$ cat src/logic/fcs_pkg.sv
// Shared constants, field layouts and types of the flash security register front end
package fcs_pkg;

  // ==========================================================================
  // Register bus
  localparam int ADDR_W = 4;
  localparam int DATA_W = 8;
  localparam logic [ADDR_W-1:0] OFF_CLKDIV = 4'h0;
  localparam logic [ADDR_W-1:0] OFF_SEC = 4'h1;
  localparam logic [ADDR_W-1:0] OFF_TEST = 4'h2;
  localparam logic [ADDR_W-1:0] OFF_CFG = 4'h3;
  localparam logic [ADDR_W-1:0] OFF_PROT = 4'h4;

  // ==========================================================================
  // Field codes and reset values
  localparam logic [1:0] KEY_ENABLED = 2'h2;
  localparam logic [1:0] LOCK_UNSECURED = 2'h2;
  localparam logic [DATA_W-1:0] TEST_READ_VALUE = 8'h00;
  localparam logic [DATA_W-1:0] RESET_BYTE = 8'h00;

  // ==========================================================================
  // Configuration field in the array
  localparam int ARRAY_ADDR_W = 16;
  localparam int ARRAY_DATA_W = 16;
  localparam logic [ARRAY_ADDR_W-1:0] NV_KEY_BASE = 16'hff00;
  localparam logic [ARRAY_ADDR_W-1:0] NV_PROT_ADDR = 16'hff0d;
  localparam logic [ARRAY_ADDR_W-1:0] NV_SEC_ADDR = 16'hff0f;
  localparam int KEY_WORDS = 4;
  localparam int KEY_IDX_W = 2;
  localparam logic [3:0] LD_PROT_IDX = 4'h8;
  localparam logic [3:0] LD_SEC_IDX = 4'h9;
  localparam logic [KEY_IDX_W-1:0] KEY_LAST_IDX = 2'h3;

  // ==========================================================================
  // Flash timing clock
  localparam int CLK_FREQ_KHZ = 100000;
  localparam int FLASH_CLK_MIN_KHZ = 150;
  localparam int FLASH_CLK_MAX_KHZ = 200;
  localparam int PRESCALE_RATIO = 8;
  localparam int MAX_DIV_RATIO = 512;
  localparam int GAP_W = 10;
  localparam logic [2:0] PRESCALE_LAST = 3'(PRESCALE_RATIO - 1);

  // ==========================================================================
  // Types
  typedef struct packed {
    logic loaded;
    logic prescale_by_eight;
    logic [5:0] divider_ratio_field;
  } fcs_clkdiv_s;

  typedef struct packed {
    logic [1:0] backdoor_enable_field;
    logic [3:0] user_persistent_flags;
    logic [1:0] lock_state_field;
  } fcs_sec_s;

  typedef struct packed {
    logic buffer_empty_irq_enable;
    logic command_done_irq_enable;
    logic key_write_mode;
  } fcs_cfg_s;

  typedef struct packed {
    logic wr;
    logic rd;
    logic [ADDR_W-1:0] addr;
    logic [DATA_W-1:0] wdata;
  } fcs_reg_req_s;

  typedef struct packed {
    logic wr;
    logic rd;
    logic [ARRAY_ADDR_W-1:0] addr;
    logic [ARRAY_DATA_W-1:0] wdata;
  } fcs_array_req_s;

  typedef enum logic [1:0] {
    LD_ISSUE = 2'b00,
    LD_CAPTURE = 2'b01,
    LD_DONE = 2'b10
  } fcs_load_e;

endpackage

$ cat src/logic/fcs_key_store.sv
// Small memory that holds the backdoor key words loaded at reset
`timescale 1ns/100ps
module fcs_key_store #(
  parameter int WIDTH = 16,
  parameter int DEPTH = 4,
  parameter int IDX_W = 2
) (
  input wire logic core_clk,
  input wire logic reset_n,
  input wire logic we,
  input wire logic [IDX_W-1:0] waddr,
  input wire logic [WIDTH-1:0] wdata,
  input wire logic re,
  input wire logic [IDX_W-1:0] raddr,
  output logic [WIDTH-1:0] rdata
);
  logic [WIDTH-1:0] mem [DEPTH];

  always_ff @(posedge core_clk)
  begin
    if (we)
    begin
      mem[waddr] <= wdata;
    end
  end

  // Read data from a register so the compare sees a stable word
  always_ff @(posedge core_clk or negedge reset_n)
  begin
    if (!reset_n)
    begin
      rdata <= '0;
    end
    else if (re)
    begin
      rdata <= mem[raddr];
    end
  end
endmodule

$ cat src/logic/fcs_regs.sv
// Flash controller front registers: divider, security, test, configuration, protection
//
// The plain strobed port was chosen for this implementation.
`timescale 1ns/100ps

module fcs_regs
  import fcs_pkg::*;
(
  input wire logic core_clk,
  input wire logic reset_n,
  input wire fcs_pkg::fcs_reg_req_s reg_req,
  output logic [fcs_pkg::DATA_W-1:0] reg_rdata,
  output logic nv_rd,
  output logic [fcs_pkg::ARRAY_ADDR_W-1:0] nv_addr,
  input wire logic [fcs_pkg::DATA_W-1:0] nv_rdata,
  output logic load_done,
  input wire fcs_pkg::fcs_array_req_s array_req,
  output logic cmd_seq_start,
  output logic array_read_invalid,
  input wire logic buffer_empty_flag,
  input wire logic command_done_flag,
  output logic irq_buffer_empty_req,
  output logic irq_command_done_req,
  output logic flash_clk_tick,
  output logic device_secured,
  output logic backdoor_enabled,
  output logic [fcs_pkg::DATA_W-1:0] flash_protection
);
  import fcs_pkg::*;

  // ==========================================================================
  // Reset-sequence loader
  fcs_load_e ld_state, next_ld_state;
  logic [3:0] ld_idx, next_ld_idx;
  logic [DATA_W-1:0] key_hi, next_key_hi;
  logic key_we;

  assign nv_rd = (ld_state == LD_ISSUE);
  assign load_done = (ld_state == LD_DONE);
  assign key_we = (ld_state == LD_CAPTURE) && !ld_idx[3] && ld_idx[0];

  always_comb
  begin
    if (ld_idx == LD_PROT_IDX)
      nv_addr = NV_PROT_ADDR;
    else if (ld_idx == LD_SEC_IDX)
      nv_addr = NV_SEC_ADDR;
    else
      nv_addr = NV_KEY_BASE + {12'h000, ld_idx};
  end

  always_comb
  begin
    next_ld_state = ld_state;
    next_ld_idx = ld_idx;
    next_key_hi = key_hi;
    unique case (ld_state)
      LD_ISSUE: next_ld_state = LD_CAPTURE;
      LD_CAPTURE:
      begin
        // Even key bytes are the high half of a big-endian word
        if (!ld_idx[3] && !ld_idx[0])
          next_key_hi = nv_rdata;
        if (ld_idx == LD_SEC_IDX)
          next_ld_state = LD_DONE;
        else
        begin
          next_ld_state = LD_ISSUE;
          next_ld_idx = ld_idx + 4'h1;
        end
      end
      LD_DONE: next_ld_state = LD_DONE;
      default: next_ld_state = LD_ISSUE;
    endcase
  end

  always_ff @(posedge core_clk or negedge reset_n)
  begin
    if (!reset_n)
    begin
      ld_state <= LD_ISSUE;
      ld_idx <= 4'h0;
      key_hi <= 8'h00;
    end
    else
    begin
      ld_state <= next_ld_state;
      ld_idx <= next_ld_idx;
      key_hi <= next_key_hi;
    end
  end

  // ==========================================================================
  // Registers
  fcs_clkdiv_s clkdiv, next_clkdiv;
  fcs_sec_s sec, next_sec;
  fcs_cfg_s cfg, next_cfg;
  logic [DATA_W-1:0] prot, next_prot, next_rdata;
  logic unsecure_evt, wr_ok;

  // Writes before the loads finish are dropped, never stalled
  assign wr_ok = reg_req.wr && load_done;
  assign backdoor_enabled = (sec.backdoor_enable_field == KEY_ENABLED);
  assign device_secured = (sec.lock_state_field != LOCK_UNSECURED);
  assign flash_protection = prot;

  always_comb
  begin
    next_clkdiv = clkdiv;
    next_sec = sec;
    next_cfg = cfg;
    next_prot = prot;
    if (wr_ok && reg_req.addr == OFF_CLKDIV && !clkdiv.loaded)
    begin
      next_clkdiv.prescale_by_eight = reg_req.wdata[6];
      next_clkdiv.divider_ratio_field = reg_req.wdata[5:0];
      next_clkdiv.loaded = 1'b1;
    end
    if (wr_ok && reg_req.addr == OFF_CFG)
    begin
      next_cfg.buffer_empty_irq_enable = reg_req.wdata[7];
      next_cfg.command_done_irq_enable = reg_req.wdata[6];
      if (backdoor_enabled)
        next_cfg.key_write_mode = reg_req.wdata[5];
    end
    if (ld_state == LD_CAPTURE && ld_idx == LD_PROT_IDX)
      next_prot = nv_rdata;
    if (ld_state == LD_CAPTURE && ld_idx == LD_SEC_IDX)
      next_sec = fcs_sec_s'(nv_rdata);
    if (unsecure_evt)
      next_sec.lock_state_field = LOCK_UNSECURED;
  end

  // Read data stand only in the cycle after the strobe
  always_comb
  begin
    next_rdata = RESET_BYTE;
    if (reg_req.rd)
    begin
      unique case (reg_req.addr)
        OFF_CLKDIV: next_rdata = clkdiv;
        OFF_SEC: next_rdata = sec;
        OFF_TEST: next_rdata = TEST_READ_VALUE;
        OFF_CFG: next_rdata = {cfg, 5'h00};
        OFF_PROT: next_rdata = prot;
        default: next_rdata = RESET_BYTE;
      endcase
    end
  end

  always_ff @(posedge core_clk or negedge reset_n)
  begin
    if (!reset_n)
    begin
      clkdiv <= '0;
      sec <= '0;
      cfg <= '0;
      prot <= RESET_BYTE;
      reg_rdata <= RESET_BYTE;
    end
    else
    begin
      clkdiv <= next_clkdiv;
      sec <= next_sec;
      cfg <= next_cfg;
      prot <= next_prot;
      reg_rdata <= next_rdata;
    end
  end

  // ==========================================================================
  // Flash timing divider
  logic [2:0] pre_cnt, next_pre_cnt;
  logic [5:0] div_cnt, next_div_cnt;
  logic next_tick, pre_tick;

  // Ratio is (field+1) times 1 or 8, so at most 64*8
  assign pre_tick = !clkdiv.prescale_by_eight || (pre_cnt == PRESCALE_LAST);

  always_comb
  begin
    next_pre_cnt = pre_cnt;
    next_div_cnt = div_cnt;
    next_tick = 1'b0;
    if (clkdiv.loaded)
    begin
      next_pre_cnt = pre_tick ? 3'h0 : pre_cnt + 3'h1;
      if (pre_tick)
      begin
        if (div_cnt == clkdiv.divider_ratio_field)
        begin
          next_div_cnt = 6'h00;
          next_tick = 1'b1;
        end
        else
          next_div_cnt = div_cnt + 6'h01;
      end
    end
  end

  always_ff @(posedge core_clk or negedge reset_n)
  begin
    if (!reset_n)
    begin
      pre_cnt <= 3'h0;
      div_cnt <= 6'h00;
      flash_clk_tick <= 1'b0;
    end
    else
    begin
      pre_cnt <= next_pre_cnt;
      div_cnt <= next_div_cnt;
      flash_clk_tick <= next_tick;
    end
  end

  // ==========================================================================
  // Array access steering and backdoor key compare
  logic key_hit, cmp_good, next_unsecure, next_cmd_start;
  logic cmp_pending, next_cmp_pending, cmp_order_ok, next_cmp_order_ok;
  logic key_mismatch, next_key_mismatch;
  logic [ARRAY_DATA_W-1:0] key_rdata, cmp_word, next_cmp_word;
  logic [KEY_IDX_W-1:0] key_count, next_key_count;

  // Key words must be written in order at 0xFF00..0xFF07
  assign key_hit = array_req.wr && load_done && cfg.key_write_mode &&
                   (array_req.addr[15:3] == NV_KEY_BASE[15:3]);
  assign cmp_good = (key_rdata == cmp_word) && cmp_order_ok;
  assign array_read_invalid = array_req.rd && cfg.key_write_mode;

  fcs_key_store #(
    .WIDTH(ARRAY_DATA_W),
    .DEPTH(KEY_WORDS),
    .IDX_W(KEY_IDX_W)
  ) u_key_store (
    .core_clk(core_clk),
    .reset_n(reset_n),
    .we(key_we),
    .waddr(ld_idx[2:1]),
    .wdata({key_hi, nv_rdata}),
    .re(key_hit),
    .raddr(array_req.addr[2:1]),
    .rdata(key_rdata)
  );

  always_comb
  begin
    next_cmp_pending = key_hit;
    next_cmp_word = cmp_word;
    next_cmp_order_ok = cmp_order_ok;
    next_key_count = key_count;
    next_key_mismatch = key_mismatch;
    next_unsecure = 1'b0;
    next_cmd_start = array_req.wr && load_done && !cfg.key_write_mode;
    if (key_hit)
    begin
      next_cmp_word = array_req.wdata;
      next_cmp_order_ok = (array_req.addr[2:1] == key_count);
    end
    if (cmp_pending)
    begin
      if (key_count == KEY_LAST_IDX)
      begin
        next_unsecure = cmp_good && !key_mismatch;
        next_key_mismatch = 1'b0;
        next_key_count = '0;
      end
      else
      begin
        next_key_mismatch = key_mismatch || !cmp_good;
        next_key_count = key_count + 2'h1;
      end
    end
  end

  always_ff @(posedge core_clk or negedge reset_n)
  begin
    if (!reset_n)
    begin
      cmp_pending <= 1'b0;
      cmp_word <= '0;
      cmp_order_ok <= 1'b0;
      key_count <= '0;
      key_mismatch <= 1'b0;
      unsecure_evt <= 1'b0;
      cmd_seq_start <= 1'b0;
    end
    else
    begin
      cmp_pending <= next_cmp_pending;
      cmp_word <= next_cmp_word;
      cmp_order_ok <= next_cmp_order_ok;
      key_count <= next_key_count;
      key_mismatch <= next_key_mismatch;
      unsecure_evt <= next_unsecure;
      cmd_seq_start <= next_cmd_start;
    end
  end

  // ==========================================================================
  // Interrupt requests
  always_ff @(posedge core_clk or negedge reset_n)
  begin
    if (!reset_n)
    begin
      irq_buffer_empty_req <= 1'b0;
      irq_command_done_req <= 1'b0;
    end
    else
    begin
      irq_buffer_empty_req <= cfg.buffer_empty_irq_enable && buffer_empty_flag;
      irq_command_done_req <= cfg.command_done_irq_enable && command_done_flag;
    end
  end

  // ==========================================================================
  // Assertions
  logic [GAP_W-1:0] gap_cnt, expect_gap;
  logic seen_tick;

  assign expect_gap = GAP_W'((({4'h0, clkdiv.divider_ratio_field} + 10'h001) <<
                      (clkdiv.prescale_by_eight ? 3 : 0)) - 10'h001);

  always_ff @(posedge core_clk or negedge reset_n)
  begin
    if (!reset_n)
    begin
      gap_cnt <= '0;
      seen_tick <= 1'b0;
    end
    else
    begin
      gap_cnt <= flash_clk_tick ? '0 : gap_cnt + 10'h001;
      seen_tick <= seen_tick || flash_clk_tick;
    end
  end
endmodule

$ cat config.mk
export PLATFORM = sky130hd
export DESIGN_NAME = fcs_regs
export DESIGN_NICKNAME = d
export VERILOG_FILES = /design/src/logic/fcs_pkg.sv /design/src/logic/fcs_key_store.sv /design/src/logic/fcs_regs.sv
export SDC_FILE = /design/constraint.sdc
export NUM_CORES = 1
export LEC_CHECK = 0
export BUFFER_PORTS_ARGS = -buffer_cell sky130_fd_sc_hd__buf_2
export CAP_MARGIN = 20
export CORE_MARGIN = 2
export CORE_UTILIZATION = 50
export DETAILED_ROUTE_END_ITERATION = 7
export PLACE_DENSITY = 0.71
export SYNTH_ARGS = -nofsm -noshare
export SYNTH_HDL_FRONTEND = slang
export SYNTH_SLANG_ARGS = --single-unit
$ cat constraint.sdc
create_clock -name core_clk -period 4.8 [get_ports core_clk]
set_input_delay 0.96 -clock core_clk [delete_from_list [all_inputs] [get_ports core_clk]]
set_output_delay 0.96 -clock core_clk [all_outputs]
set_load 0.03 [all_outputs]
Word level (Yosys, flattened, before mapping)
Memories as Yosys holds them, arrays and structs flattened. A register that Yosys moved wholly into a read port is not among the register bits. Index checks and enable logic that the tools add are counted.

Memories: 1. Logic and storage cells: 102. Memory bits (writable): 64. Bits of input ports: 60. Register bits: 84.

Memories: u_key_store.mem (words 4, bits a word 16, read ports 1, clocked after Yosys merged registers in 1, write ports 1, RTL line fcs_key_store.sv:17) `logic [WIDTH-1:0] mem [DEPTH];`.

Muxes and demuxes: 19. Equal/unequal tests: 15. Reduce and logical (&&, ||, !) cells: 35. $add $sub $neg: 5. Bitwise gates (word level): 1.

Operators by type and width (number): 2-to-1 mux 16 bit (2); case mux 8 bit (4 select lines) (1); logical AND 1 bit (18); equality test 16 bit (1); equality test 13 bit (second input constant) (1); adder 9 x 5 -> 10 bit (first input constant) (1); equality test 4 bit (second input constant) (2); logical NOT 1 bit (8); 2-to-1 mux 1 bit (8); 2-to-1 mux 2 bit (4); 2-to-1 mux 8 bit (1); AND reduction 2 bit (4); adder 6 x 1 -> 6 bit (second input constant) (1); equality test 2 bit (second input constant) (3); equality test 6 bit (1); 2-to-1 mux 6 bit (1); case mux 2 bit (3 select lines) (1); adder 4 x 1 -> 4 bit (second input constant) (1); equality test 4 x 1 -> 1 bit (second input constant) (1); equality test 4 x 2 -> 1 bit (second input constant) (1); equality test 4 x 3 -> 1 bit (second input constant) (1); logical NOT 4 bit (1); adder 3 x 1 -> 3 bit (second input constant) (1); equality test 3 bit (second input constant) (1); 9 further kinds (10).

Logic depth before layout (Yosys ltp)
Depth in word-level cells: 5. Depth in mapped cells: 6.

Modules after synthesis
Synthesis repeated with hierarchy kept, for this count alone.

Cell total of the unflattened synthesis: 477. Area total of the unflattened synthesis: 7096.8 um^2.

Modules (own cells, without submodules): fcs_regs (sequential area each 2102.0 um^2, cells an instance 318, area each 3995.1 um^2, times used 1); fcs_key_store (sequential area each 2322.2 um^2, cells an instance 159, area each 3101.7 um^2, times used 1).

Worst setup path before layout
OpenSTA, ideal clock, no wires.

Kind: flip-flop to flip-flop. Start: register ld_state[1]. End: memory u_key_store.mem[2][0], enable pin. Clock period less this slack: 2.948 ns. Buffers on the path: 0. Setup time: 0.436 ns. Stages on the path, launching flop included: 4. Slack: 1.852 ns. Arrival time: 2.511 ns. Required time: 4.364 ns. Path through: dfrtp_1 > nor2b_1 > nand2_1 > nor4b_1.

Cells in the longest elaborated chain, start to end: 5.

Ends and longest elaborated chain: start, declared (RTL line fcs_regs.sv:33) `fcs_load_e ld_state, next_ld_state;`; start signal, assigned (RTL line fcs_regs.sv:87) `ld_state <= next_ld_state;`; equality test 2 x 1 -> 1 bit (RTL line fcs_regs.sv:40) `assign key_we = (ld_state == LD_CAPTURE) && !ld_idx[3] && ld_idx[0];`; logical AND 1 bit (2 in a row) (RTL line fcs_regs.sv:40); 2-to-1 mux 1 bit (RTL line fcs_key_store.sv:21) `if (we)`; 2-to-1 mux 1 bit (implied by the code) (RTL line fcs_key_store.sv:23) `mem[waddr] <= wdata;`; end, declared (RTL line fcs_key_store.sv:17).

No other way between the ends.

Worst setup path after layout
Start: input port array_req[20] (netlist name). End: register cmp_word[14].

Cells in the longest elaborated chain, start to end: 2.

Ends and longest elaborated chain: start, declared (RTL line fcs_regs.sv:17) `input wire fcs_pkg::fcs_array_req_s array_req,`; equality test 13 bit (RTL line fcs_regs.sv:227) `(array_req.addr[15:3] == NV_KEY_BASE[15:3]);`; logical AND 1 bit (RTL line fcs_regs.sv:226) `assign key_hit = array_req.wr && load_done && cfg.key_write_mode &&`; end signal, assigned (RTL line fcs_regs.sv:291) `cmp_word <= next_cmp_word;`; end, declared (RTL line fcs_regs.sv:222) `logic [ARRAY_DATA_W-1:0] key_rdata, cmp_word, next_cmp_word;`.

No other way between the ends. A chain may end at the register's enable or synchronous reset.

==> results.md <==
Yosys:
- The count of yosys warnings during synthesis is 0.
- By area the synthesized netlist is led by sky130_fd_sc_hd__dfrtp_1 36%, sky130_fd_sc_hd__edfxtp_1 27%, sky130_fd_sc_hd__mux2_2 6.6%.
- sky130_fd_sc_hd__dfrtp_1 takes more of the synthesized area than any other cell.
- The distinct cell type count of the synthesized netlist is 50.
- The prevailing post-synth register cell is sky130_fd_sc_hd__dfrtp_1.
- The count of flip-flops with a built-in enable after synthesis is 64.
- The summed instance area of the synthesized netlist is 7042 µm².
- After technology mapping, the gate count stands at 451.
- The post-synthesis sequential element count is 164.
- Counting flops with an async set or reset pin after synthesis yields a share of 60.98%.
- The top cell type by area accounts for 35.54% of the synthesized area.
- The share of the Yosys chip area taken by registers is 62.83%.
- A synthesized cell averages 15.61 µm².

Clocking:
- The number of buffers inserted during clock tree synthesis is 17.
- The clock tree root buffer cell is sky130_fd_sc_hd__clkbuf_16.
- The clock insertion delay at the later pin of the skew report is 430 ps.
- The number of hold buffers added after cts is 0.
- The clock sink total is 164.
- After clock tree synthesis, the setup repair step added 0 buffers.
- The buffer levels on the longest clock path is 2.
- The clock-pin slew reported for the worst setup and hold paths after clock tree synthesis is 70 ps.
- The total of cells resized after clock tree synthesis is 0.
- TritonCTS built the clock tree.
- The H-tree level count is 4.

Power and ir drop:
- The leakage power is 0.003609 µW.
- The maximum ir drop on the vdd rail is 0.2764 mV.
- The power per cell area is 356.4 nW/µm².

GRT:
- The total routing usage reported by global routing is 19.09%.
- The first-pass GRT wire length is 21,250 µm.
- The initial antenna violation count was 0.
- Entering global routing, the biggest net connects 63 pins.
- The via count of the first global-routing pass was 4,133.
- The total overflow left after global routing is 0.

Routing:
- In the routed layout, each cell is associated on average with a via count of 5.387.
- After detailed routing, the average wire length per cell comes to 18.01 µm.
- For this run, the detailed router's first-pass iteration total came to 4.
- The detail route stage leaves a number of antenna-violating nets equal to 0.
- In this run, the number of DRC markers left after iteration 0 of detailed routing was 336.
- The final layout contains routed wiring with a total length of 13,280 µm.
- The remaining routing DRC violations is 0.
- The routed layout has 3,970 vias.

Critical path:
- The worst setup path is captured at a register.
- The startpoint kind of the worst setup timing path is an input pin.
- The data required time at the worst endpoint is 5100 ps.
- The data arrival time at the worst-slack endpoint is 3090 ps.
- In this run the worst path has a maximum fanout of 33.
- The critical path in this run is classified as in -> reg.

Layout:
- The area added between synthesis and finish is 15.80%.
- The number of antenna diodes in the final layout is 0.
- At the end of the flow the core is filled with cells to 58.97%.
- The filler cell count in the final layout is 1,063.
- The post-route netlist has 39.50% of its cells at a drive strength greater than 1.
- The net total in the final layout is 611.

STA:
- The number of pins exceeding their max-slew limit in the final report is 0.
- Setup violations remaining at the end of the flow were counted as 0.
- In the final timing run, aggregate negative setup slack is 0 ps.
- The clock arrives with 14.98 ps of skew.
- On the final layout, the worst hold slack is 457.0 ps.
- The measured slew at the worst slew-check pin is 1018 ps.
- Setup repair after global routing left no endpoint under its margin.
- The final critical-path required period is 2798 ps.
- The final period utilization is 58.30%.
- The maximum clock frequency is 0.3574 GHz.
- Headroom to the max-slew limit came out at 32.16%.
- The number of hold-slack violations in the final timing report is 0.

Status:
- The run finished with clean final reports.

Floorplan:
- The die width is 122.7 µm.
- The die is 122.7 µm tall.
- For this configuration, the core starts out at a cell density of 50.93%.
- The floorplan step defined a die boundary enclosing 15,050 µm².
- During I/O placement, the number of pins put on the boundary was 101.
- The floorplan step defined a core boundary enclosing 13,830 µm².
- Row generation in the floorplan step produced 43 rows.

Worst hold path:
- The path class of the tightest hold or removal check is reg -> reg.

Job:
- The count of max-cap constraint violations is 0.

Place:
- At the end of routability-driven placement, the weighted congestion stood at 0.8515.
- Input and output buffers added on the ports amount to 87.
- The placed wire-length estimate after detailed placement is 9102 µm.
## sequential cells by signal, summed over array words and instances, names as in the netlist
register and cells:
cfg 3, clkdiv 8, cmd_seq_start 1, cmp_order_ok 1
cmp_pending 1, cmp_word 16, div_cnt 6, flash_clk_tick 1
flash_protection 8, irq_buffer_empty_req 1, irq_command_done_req 1, key_count 2
key_hi 8, key_mismatch 1, ld_idx 4, ld_state 2
pre_cnt 3, reg_rdata 8, sec 8, u_key_store.mem 64
u_key_store.rdata 16, unsecure_evt 1
## per-stage QoR
stage	power [µW]	setup slack, ps	cell area, µm²	std cells
final	2906	2002	8154	737
after global routing	3013	1896	8154	737
after detailed placement	1659	1570	7589	705
after floorplan	1595	1852	7079	461
after CTS	2936	2012	8154	737
after global placement	1655	1606	7589	705
## power breakdown
group | total [µW] | internal, µW | switching, µW
Clock | 1280 | 730 | 546
Combinational | 141 | 53.3 | 88.1
Sequential | 1490 | 1470 | 14.8
Total | 2910 | 2260 | 648
## worst paths after layout
kind	end	cells past startpoint	slack [ps]	from
min in group asynchronous	cmp_word[9]	1	600	reset_n
setup reg to reg	cmp_word[14]	4	2150	ld_state[0]
max in group asynchronous	u_key_store.rdata[1]	2	3140	reset_n
setup / recovery	cmp_word[14]	5	2000	array_req[20]
hold reg to reg	ld_state[0]	1	460	ld_state[0]
hold / removal	ld_state[0]	1	460	ld_state[0]
## per-layer routing
layer,track usage (%),routed length (µm)
met1,24.50,5668
met2,31.46,6811
met3,4.972,600
met4,6.825,195
met5,0,0
## layout by cell type (no fill, tap or decap), types with 7 or more instances in the layout
cell type | netlist | layout
sky130_fd_sc_hd__buf_2 | 3 | 86
sky130_fd_sc_hd__o21ai_0 | 10 | 10
sky130_fd_sc_hd__mux2i_1 | 8 | 8
sky130_fd_sc_hd__mux2_2 | 41 | 41
sky130_fd_sc_hd__xnor2_1 | 12 | 12
sky130_fd_sc_hd__edfxtp_1 | 64 | 64
sky130_fd_sc_hd__mux4_2 | 16 | 16
sky130_fd_sc_hd__nor2_1 | 22 | 21
sky130_fd_sc_hd__nor4_1 | 9 | 7
sky130_fd_sc_hd__mux2_4 | 30 | 30
sky130_fd_sc_hd__dfrtp_1 | 100 | 100
sky130_fd_sc_hd__a21oi_1 | 7 | 7
sky130_fd_sc_hd__clkbuf_16 | 0 | 17
sky130_fd_sc_hd__xor2_1 | 14 | 14
sky130_fd_sc_hd__ha_1 | 7 | 7
sky130_fd_sc_hd__nand2_1 | 24 | 24
sky130_fd_sc_hd__conb_1 | 2 | 12
## cell usage after synthesis (all sizes together), types with 2 or more instances
master and number:
mux4 16, conb 2, and2 3, a222oi 3, nor3 3, a21oi 7
nand3b 3, nor4b 2, xor2 14, nand4 4, nor2 22, nand3 4
dfrtp 100, xnor2 12, buf 19, clkbuf 8, nand2 24, mux2i 8
o21ai 10, nor2b 5, mux2 71, o2bb2ai 2, edfxtp 64, nor4 11
and3 3, ha 7, nand2b 3, inv 6
## critical path, stage by stage
cell and delay, ps:
sky130_fd_sc_hd__buf_2 100, sky130_fd_sc_hd__nor4_2 250, sky130_fd_sc_hd__nand3b_1 120, sky130_fd_sc_hd__or4_2 1170, sky130_fd_sc_hd__mux2_4 470
## cells by family (layout without fill, tap and decap cells)
logic type,after synthesis,in the layout,share of synthesized area [%]
other,2,12,0.1066
xor gates and xnor gates,26,26,3.234
DFF,164,164,62.83
buffers and inverters,33,129,3.252
and+or+nand+nor,94,94,7.321
AOI/OAI and AO/OA,30,30,2.808
muxes,95,95,19.21
adders and majority gates,7,7,1.244
## final cells by class
class / instances / area (µm²) / share of cell area, %
repair buffers: 91 / 467.9 / 5.739
clock buffers: 18 / 439.2 / 5.386
multi-input cells: 264 / 2449 / 30.03
well taps: 180 / 225.2 / 2.762
flip-flops and latches: 164 / 4424 / 54.26
inverters: 6 / 22.52 / 0.2762
clock inverters: 14 / 126.4 / 1.550
Power figures use the tool's default switching activity.
